--- src/common/mie_pkg.sv ---
// package: opcode set, field layout and constants of the partial execute unit
package mie_pkg;

  localparam int MIE_PC_W       = 11;
  localparam int MIE_STACK_D    = 8;
  localparam int MIE_STACK_AW   = 3;
  localparam int MIE_FILE_D     = 128;
  localparam logic [10:0] MIE_TRAP_VECTOR = 11'h001;
  localparam logic [10:0] MIE_RESET_PC    = 11'h000;
  localparam logic [7:0]  MIE_PORT_A_SEL  = 8'h05;
  localparam logic [7:0]  MIE_PORT_B_SEL  = 8'h06;
  localparam logic [7:0]  MIE_PORT_C_SEL  = 8'h7f;
  localparam logic [7:0]  MIE_PORT_RESET  = 8'hff;
  localparam logic [7:0]  MIE_ZERO_BYTE   = 8'h00;
  localparam logic [7:0]  MIE_ONE_BYTE    = 8'h01;
  localparam logic [1:0]  MIE_TRAP_WAITS  = 2'h2;
  localparam logic [1:0]  MIE_BRANCH_WAITS = 2'h1;
  localparam logic [1:0]  MIE_WAIT_NONE   = 2'h0;
  localparam logic [1:0]  MIE_WAIT_STEP   = 2'h1;
  localparam logic [10:0] MIE_PC_STEP     = 11'h001;
  localparam logic [10:0] MIE_SKIP_STEP   = 11'h002;
  localparam logic [2:0]  MIE_SP_STEP     = 3'h1;

  typedef enum logic [3:0] {
    MIE_OP_NOP,
    MIE_OP_SOFT_TRAP,
    MIE_OP_BUMP_REG,
    MIE_OP_BUMP_SKIP_NIL,
    MIE_OP_OR_REG_WREG,
    MIE_OP_OR_LITERAL,
    MIE_OP_PORT_CFG_WRITE,
    MIE_OP_PORT_CFG_READ,
    MIE_OP_FAR_JUMP,
    MIE_OP_FAR_SUBCALL,
    MIE_OP_STORE_WREG,
    MIE_OP_LOAD_LITERAL,
    MIE_OP_COPY_REG,
    MIE_OP_EXIT_WITH_LITERAL,
    MIE_OP_SUBROUTINE_EXIT,
    MIE_OP_EXIT_AND_UNMASK
  } mie_op_t;

  // one decoded instruction as presented by the fetch stage
  typedef struct packed {
    mie_op_t     op;
    logic        dest_file;
    logic [6:0]  reg_addr;
    logic [10:0] imm;
  } mie_insn_t;

  // architectural view exported to the rest of the core
  typedef struct packed {
    logic [10:0] pc;
    logic [7:0]  working_register;
    logic        null_result_flag;
    logic        int_enable;
    logic [7:0]  port_cfg_a;
    logic [7:0]  port_cfg_b;
    logic [7:0]  port_cfg_c;
  } mie_arch_t;

endpackage : mie_pkg

--- src/hdl/mie_core.sv ---
// execute unit for a subset of an 8-bit controller instruction set
// What this block does
// - dest bit 0 to working reg, 1 to file
// - soft_trap pushes PC+1, jumps 001h, three cycles
// - bump_reg increments, sets null flag, one cycle
// - or_reg_wreg ORs file with working, sets flag
// - or_literal ORs immediate into working, sets flag
// - port_cfg_write copies working to port 5/6/7f
// - port_cfg_read copies port 5/6/7f to working
// - far_jump loads 11-bit PC, two cycles
// - far_subcall pushes return, loads PC, two cycles
// - store_wreg copies working into file register
// - load_literal loads immediate, no flags, one cycle
// - copy_reg moves register, sets null flag
// - exit_with_literal loads working and pops PC
// - subroutine_exit pops PC, two cycles
// - exit_and_unmask pops PC, sets interrupt enable
`timescale 1ns/10ps
`default_nettype none

module mie_core
  import mie_pkg::*;
(
  // clock and reset
  input  wire logic        clk,
  input  wire logic        rst_b,
  // instruction from fetch
  input  wire mie_insn_t   insn,
  input  wire logic        insn_valid,
  output logic             insn_ready,
  // architectural state
  output mie_arch_t        arch,
  output logic             flush_fetch
);

  typedef struct packed {
    mie_arch_t                 a;
    logic [1:0]                wait_cnt;
    logic [MIE_STACK_AW-1:0]   sp;
    logic                      flush;
  } mie_state_t;

  mie_state_t state;
  mie_state_t next_state;

  // file and stack need many words, kept outside the state struct
  logic [7:0]          file_mem  [MIE_FILE_D];
  logic [10:0]         stack_mem [MIE_STACK_D];
  logic                file_we;
  logic [7:0]          file_wdata;
  logic                push;
  logic [10:0]         push_val;
  logic [7:0]          file_rd;
  logic [10:0]         ret_pc;
  logic [10:0]         pc_inc;
  logic                take;

  function automatic logic is_port_sel(input logic [7:0] sel);
    is_port_sel = (sel == MIE_PORT_A_SEL) || (sel == MIE_PORT_B_SEL) ||
                  (sel == MIE_PORT_C_SEL);
  endfunction

  // zero detect shared by every flag-writing form
  function automatic logic is_nil(input logic [7:0] val);
    is_nil = (val == MIE_ZERO_BYTE);
  endfunction

  // selected control register; an unknown selector leaves the working register as it is
  function automatic logic [7:0] port_read(input mie_arch_t a, input logic [7:0] sel);
    case (sel)
      MIE_PORT_A_SEL: port_read = a.port_cfg_a;
      MIE_PORT_B_SEL: port_read = a.port_cfg_b;
      MIE_PORT_C_SEL: port_read = a.port_cfg_c;
      default:        port_read = a.working_register;
    endcase
  endfunction

  // forms whose result goes through the destination routing
  function automatic logic routes_result(input mie_op_t op);
    case (op)
      MIE_OP_BUMP_REG, MIE_OP_BUMP_SKIP_NIL, MIE_OP_OR_REG_WREG, MIE_OP_COPY_REG,
      MIE_OP_STORE_WREG, MIE_OP_OR_LITERAL, MIE_OP_PORT_CFG_READ,
      MIE_OP_LOAD_LITERAL: routes_result = 1'b1;
      default:             routes_result = 1'b0;
    endcase
  endfunction

  assign file_rd    = file_mem[insn.reg_addr];
  // an empty stack pops a stale entry rather than flagging an error
  assign ret_pc     = stack_mem[state.sp - MIE_SP_STEP];
  assign pc_inc     = state.a.pc + MIE_PC_STEP;
  assign insn_ready = (state.wait_cnt == MIE_WAIT_NONE);
  assign take       = insn_valid && insn_ready;
  assign arch       = state.a;
  assign flush_fetch = state.flush;

  always_comb begin
    logic [7:0] res;
    logic       to_file;
    res        = MIE_ZERO_BYTE;
    to_file    = 1'b0;
    next_state = state;
    file_we    = 1'b0;
    file_wdata = MIE_ZERO_BYTE;
    push       = 1'b0;
    push_val   = pc_inc;
    next_state.flush = 1'b0;
    if (state.wait_cnt != MIE_WAIT_NONE) begin
      next_state.wait_cnt = state.wait_cnt - MIE_WAIT_STEP;
    end else if (take) begin
      next_state.a.pc = pc_inc;
      case (insn.op)
        MIE_OP_SOFT_TRAP: begin
          push                = 1'b1;
          next_state.a.pc     = MIE_TRAP_VECTOR;
          next_state.wait_cnt = MIE_TRAP_WAITS;
          next_state.flush    = 1'b1;
        end
        MIE_OP_BUMP_REG: begin
          res     = file_rd + MIE_ONE_BYTE;
          to_file = insn.dest_file;
          next_state.a.null_result_flag = is_nil(res);
        end
        MIE_OP_BUMP_SKIP_NIL: begin
          res     = file_rd + MIE_ONE_BYTE;
          to_file = insn.dest_file;
          if (is_nil(res)) begin
            // fetched successor is discarded; a dead cycle stands in for it
            next_state.a.pc     = state.a.pc + MIE_SKIP_STEP;
            next_state.wait_cnt = MIE_BRANCH_WAITS;
            next_state.flush    = 1'b1;
          end
        end
        MIE_OP_OR_REG_WREG: begin
          res     = state.a.working_register | file_rd;
          to_file = insn.dest_file;
          next_state.a.null_result_flag = is_nil(res);
        end
        MIE_OP_OR_LITERAL: begin
          res = state.a.working_register | insn.imm[7:0];
          next_state.a.null_result_flag = is_nil(res);
        end
        MIE_OP_PORT_CFG_WRITE: begin
          res = state.a.working_register;
          // unlisted selectors write nothing
          if (is_port_sel(insn.imm[7:0])) begin
            case (insn.imm[7:0])
              MIE_PORT_A_SEL: next_state.a.port_cfg_a = res;
              MIE_PORT_B_SEL: next_state.a.port_cfg_b = res;
              default:        next_state.a.port_cfg_c = res;
            endcase
          end
        end
        MIE_OP_PORT_CFG_READ: begin
          res = port_read(state.a, insn.imm[7:0]);
        end
        MIE_OP_FAR_JUMP: begin
          next_state.a.pc     = insn.imm;
          next_state.wait_cnt = MIE_BRANCH_WAITS;
          next_state.flush    = 1'b1;
        end
        MIE_OP_FAR_SUBCALL: begin
          push                = 1'b1;
          next_state.a.pc     = insn.imm;
          next_state.wait_cnt = MIE_BRANCH_WAITS;
          next_state.flush    = 1'b1;
        end
        MIE_OP_STORE_WREG: begin
          res     = state.a.working_register;
          to_file = 1'b1;
        end
        MIE_OP_LOAD_LITERAL: begin
          res = insn.imm[7:0];
        end
        MIE_OP_COPY_REG: begin
          res     = file_rd;
          to_file = insn.dest_file;
          next_state.a.null_result_flag = is_nil(res);
        end
        MIE_OP_EXIT_WITH_LITERAL, MIE_OP_SUBROUTINE_EXIT, MIE_OP_EXIT_AND_UNMASK: begin
          next_state.a.pc     = ret_pc;
          next_state.sp       = state.sp - MIE_SP_STEP;
          next_state.wait_cnt = MIE_BRANCH_WAITS;
          next_state.flush    = 1'b1;
          if (insn.op == MIE_OP_EXIT_WITH_LITERAL) begin
            next_state.a.working_register = insn.imm[7:0];
          end
          if (insn.op == MIE_OP_EXIT_AND_UNMASK) begin
            next_state.a.int_enable = 1'b1;
          end
        end
        default: begin
        end
      endcase
      // result routing for register and literal forms
      if (routes_result(insn.op)) begin
        if (to_file) begin
          file_we    = 1'b1;
          file_wdata = res;
        end else begin
          next_state.a.working_register = res;
        end
      end
      if (push) begin
        next_state.sp = state.sp + MIE_SP_STEP;
      end
    end
  end

  always_ff @(posedge clk) begin
    if (!rst_b) begin
      state              <= '0;
      state.a.pc         <= MIE_RESET_PC;
      state.a.port_cfg_a <= MIE_PORT_RESET;
      state.a.port_cfg_b <= MIE_PORT_RESET;
      state.a.port_cfg_c <= MIE_PORT_RESET;
    end else begin
      state <= next_state;
    end
  end

  // memories carry no reset; contents are undefined until written
  always_ff @(posedge clk) begin
    if (file_we) begin
      file_mem[insn.reg_addr] <= file_wdata;
    end
    if (push) begin
      // oldest entry is overwritten silently when full
      stack_mem[state.sp] <= push_val;
    end
  end

endmodule // mie_core

`default_nettype wire

--- config.mk ---
export PLATFORM = sky130hd
export DESIGN_NAME = mie_core
export DESIGN_NICKNAME = d
export VERILOG_FILES = /design/src/common/mie_pkg.sv /design/src/hdl/mie_core.sv
export SDC_FILE = /design/constraint.sdc
export NUM_CORES = 1
export LEC_CHECK = 0
export BUFFER_PORTS_ARGS = -buffer_cell sky130_fd_sc_hd__buf_2
export CAP_MARGIN = 25
export CORE_AREA = 3 3 430 325
export DETAILED_ROUTE_END_ITERATION = 6
export DIE_AREA = 0 0 433 328
export PLACE_DENSITY = 0.54
export SLEW_MARGIN = 10
export SYNTH_ARGS = -nofsm -noshare
export SYNTH_HDL_FRONTEND = slang
export SYNTH_SLANG_ARGS = --single-unit
--- constraint.sdc ---
create_clock -name clk -period 21.7 [get_ports clk]
set_clock_uncertainty 0.2 [all_clocks]
set_input_delay 1.085 -clock clk [delete_from_list [all_inputs] [get_ports clk]]
set_output_delay 1.085 -clock clk [all_outputs]
set_load 0.01 [all_outputs]
==> summary.md <==
| Metric | Value |
|---|---|
| Clock root cell | clkbuf_16 |
| Tcrit/Tclk final | 35.1% |
| Postcts setup bufs | 0 |
| Via Count | between 20000 and 30000 |
| Post-Synth XOR/XNOR Area | 0.351% |
| Cts hold-fix bufs | 0 |
| Setup TNS | 0 ps |
| Worst skew pair latency | around 730 ps |
| Int Power | between 3 and 4 mW |
| Max-cap viol count | 0 |
| Die outline area | 142000 um^2 |
| Layout cells sized above 1 | 21.5% |
| Routed vias/inst | 5.81 |
| H-tree depth | 3 |
| Non-Filler Instances | 4706 |
| TritonCTS Buffers | ~110 |
| Area of placed instances | 49700 um^2 |
| RSZ-0062 raised after global routing | false |
| FMAX | about 0.13 GHz |
| Crit-path max cell delay | 880 ps |
| FF+latch count, synth | 1163 |
| Synth warnings | 0 |
| Final Hold Fails | 0 |
| Worst setup path class | in2reg |
| Core ar. | 136000 um^2 |
| Final Critical Period | 7620 ps |
| Clock transition at path regs | approximately 70 ps |
| Arr. time, crit path | 7780 ps |
| HP Class | reg2reg |
| Initial DRC count | between 3000 and 4000 |
| Netlist cell types | 87 |
| Pre-antenna DRT Iters | 6 |
| Layout area overhead | 12.9% |
| Largest net degree at the start of global routing | 102 |
| DRC violation count after routing | 0 |
| Initial core utilization | 35.0% |
| Total Power | between 4 and 5 mW |
| Post-layout instance area | 53600 um^2 |
| Die W | around 430 um |
| Seq/Total Area, Yosys | 72.5% |
| Power density cells | 87.5 nW/um^2 |
| Clock Power Share | between 40 and 50% |
| Register Area | 34400 um^2 |
| WL/cell | 29.2 um |
| Max FO, Critical Path | 96 |
| Die height | 328 um |
| Multi-input logic area | 11900 um^2 |
| # nets final | 2863 |
| Worst setup SP type | input port |
| Top_reg_cell synth | edfxtp_1 |
| Final Max Slew Viols | 0 |
| Leakage Power | 17.5 nW |
| Worst-margin pin slew | 1130 ps |
| Slowest cell on the critical path | and2_1 |
| CP required | 21860 ps |
| Max Root-Sink Buffers | 3 |
| DP Wirelength | 86700 um |
| Worst VDD drop | between 0.00007 and 0.00008 V |
| Status | finished clean |
| Post_cts resized | 0 |
| Part of the power in registers | 52.4% |
| Rows | 117 |
| Top Ports | 73 |
| Comb pwr share | approximately 6.3% |
| Clock sinks | 1163 |
| Post-synthesis adder-cell area fraction | 0.185% |
| Crit. End Element | flip-flop |
| Synth Instances | 2750 |
| Routed wire length | 137000 um |
| GRT overflow | 0 |
| Vias in the first global route | between 20000 and 30000 |
| Critical-path cell list | buf_8 > buf_4 > buf_12 > and2_1 > a22oi_1 > o221ai_1 > a221o_1 > nor3_1 > o32ai_4 > or3b_2 > o31ai_1 > o31a_1 > nor2_1 > nor2_4 > buf_4 |
| Post-synthesis mux area share | 11.8% |
| Sw Share | ~22% |
| TritonCTS clock tree | yes |
| Worst path most repeated cell | buf_4 |
| Avg Cell Area, Syn | 17.3 um^2 |
| Post-synth EDFFs | 1112 |
| Synth Area in Simple Gates | ~5.0% |
| Asr flop ratio synth | 0% |
| Final setup fails | 0 |
| Synthesized Nets | 2783 |
| Switching Power | approximately 1.1 mW |
| Fill count | 12094 |
| Largest family of logic cells by synthesized area | multiplexers |
| Buffers on Ports | 72 |
| Gr usage total | 19.0% |
| Gpl congestion | 0.903 |
| Initial antenna violation count | 3 |
| Relative slew margins | between 20% and 30% |
| Mapped Area | 47400 um^2 |
| Compound-Gate Fraction of Synth Area | 7.49% |
| Placed cell count | 4473 |
| First-pass GRT wire length | 197000 um |
| Post-DRT Antenna Nets | 0 |
==> critical path, delay by kind of cell <==
kind | cells | cell delay (ps)
and+or+nand+nor | 5 | 2330
buffers and inverters | 4 | 2210
AOI/OAI and AO/OA | 6 | 1770
==> cell usage after synthesis, types with 29 or more instances <==
library cell	instances	area [um^2]
mux2_2	51	574
clkbuf_1	75	282
a221oi_1	68	596
o21ai_0	64	320
nand2_1	133	499
buf_2	57	285
nand3_1	35	175
nor2_1	210	788
edfxtp_1	1112	33400
a21oi_1	79	395
a22oi_1	53	398
mux4_2	178	4010
mux2i_1	100	1000
buf_4	59	443
dfxtp_1	51	1020
o22ai_1	29	181
==> power groups by stage <==
stage / registers [mW] / clock network, mW / logic, mW
3_3_place_gp: 2.50 / 0 / 0.284
3_5_place_dp: 2.50 / 0 / 0.290
5_1_grt: 2.45 / 2.06 / 0.310
6_report: 2.45 / 1.94 / 0.296
2_1_floorplan: 2.50 / 0 / 0.187
4_1_cts: 2.45 / 1.97 / 0.291
==> sequential cells by signal, summed over array words and instances, names as in the netlist <==
name / count
flush_fetch: 1
arch: 45
state: 5
stack_mem: 88
file_mem: 1024
==> per-layer routing <==
metal  wire length [um]  vias up  GRT usage (%)  share of wire [%]
li1                   -    11286              -                  -
met1              59700    14197           28.5                 44
met2              58100     1589           27.0                 42
met3              14700      283           4.85                 11
met4               4630        0           6.09                3.4
met5                  0        -              0                  0
==> cell type report <==
class	instances	area share (%)
well taps	1785	4.17
clock buffers	139	5.62
inverters	19	0.133
diodes	1	0.00467
flip-flops and latches	1163	64.2
clock inverters	67	1.11
multi-input cells	1352	22.2
repair buffers	180	2.57
==> through the flow <==
step	hold WS, ps	setup WS (ps)	util (%)
after floorplan	242	13220	-
after global placement	265	13630	36.4
after detailed placement	274	13440	36.7
after CTS	290	14170	39.3
after global routing	326	13890	39.5
final	287	14080	39.5
==> placed cells by master, fill, tap and decap left out, types with 17 or more instances in the layout <==
cell	count
nand2_1	133
a222oi_1	24
nand3_1	34
edfxtp_1	1112
nand2b_1	18
o22ai_1	29
clkinv_1	25
nor2b_1	17
clkinv_2	24
a31oi_1	18
nor3_1	19
mux2i_1	100
clkbuf_1	22
clkbuf_16	117
a22oi_1	53
o21ai_0	64
buf_4	80
dfxtp_1	51
buf_2	72
mux4_2	178
mux2_2	51
nor2_1	203
a221oi_1	68
a21oi_1	79
==> worst paths after layout <==
check	start	end	slack [ps]	cells past startpoint
worst min-delay path	arch[24]$_SDFFE_PN0P_	arch[24]$_SDFFE_PN0P_	290	2
worst max register to register	file_mem[85][3]$_DFFE_PP_	file_mem[57][6]$_DFFE_PP_	16120	12
worst max-delay path	insn[11]	file_mem[57][6]$_DFFE_PP_	14080	15
worst min register to register	arch[24]$_SDFFE_PN0P_	arch[24]$_SDFFE_PN0P_	290	2
==> logic make-up after synthesis <==
| logic type | Yosys count |
|---|---|
| DFF | 1163 |
| muxes | 330 |
| AOI/OAI and AO/OA | 483 |
| buffers and inverters | 235 |
| xor gates and xnor gates | 19 |
| and+or+nand+nor | 513 |
| adders and majority gates | 7 |
No activity file was read; power rests on OpenSTA's default activity.
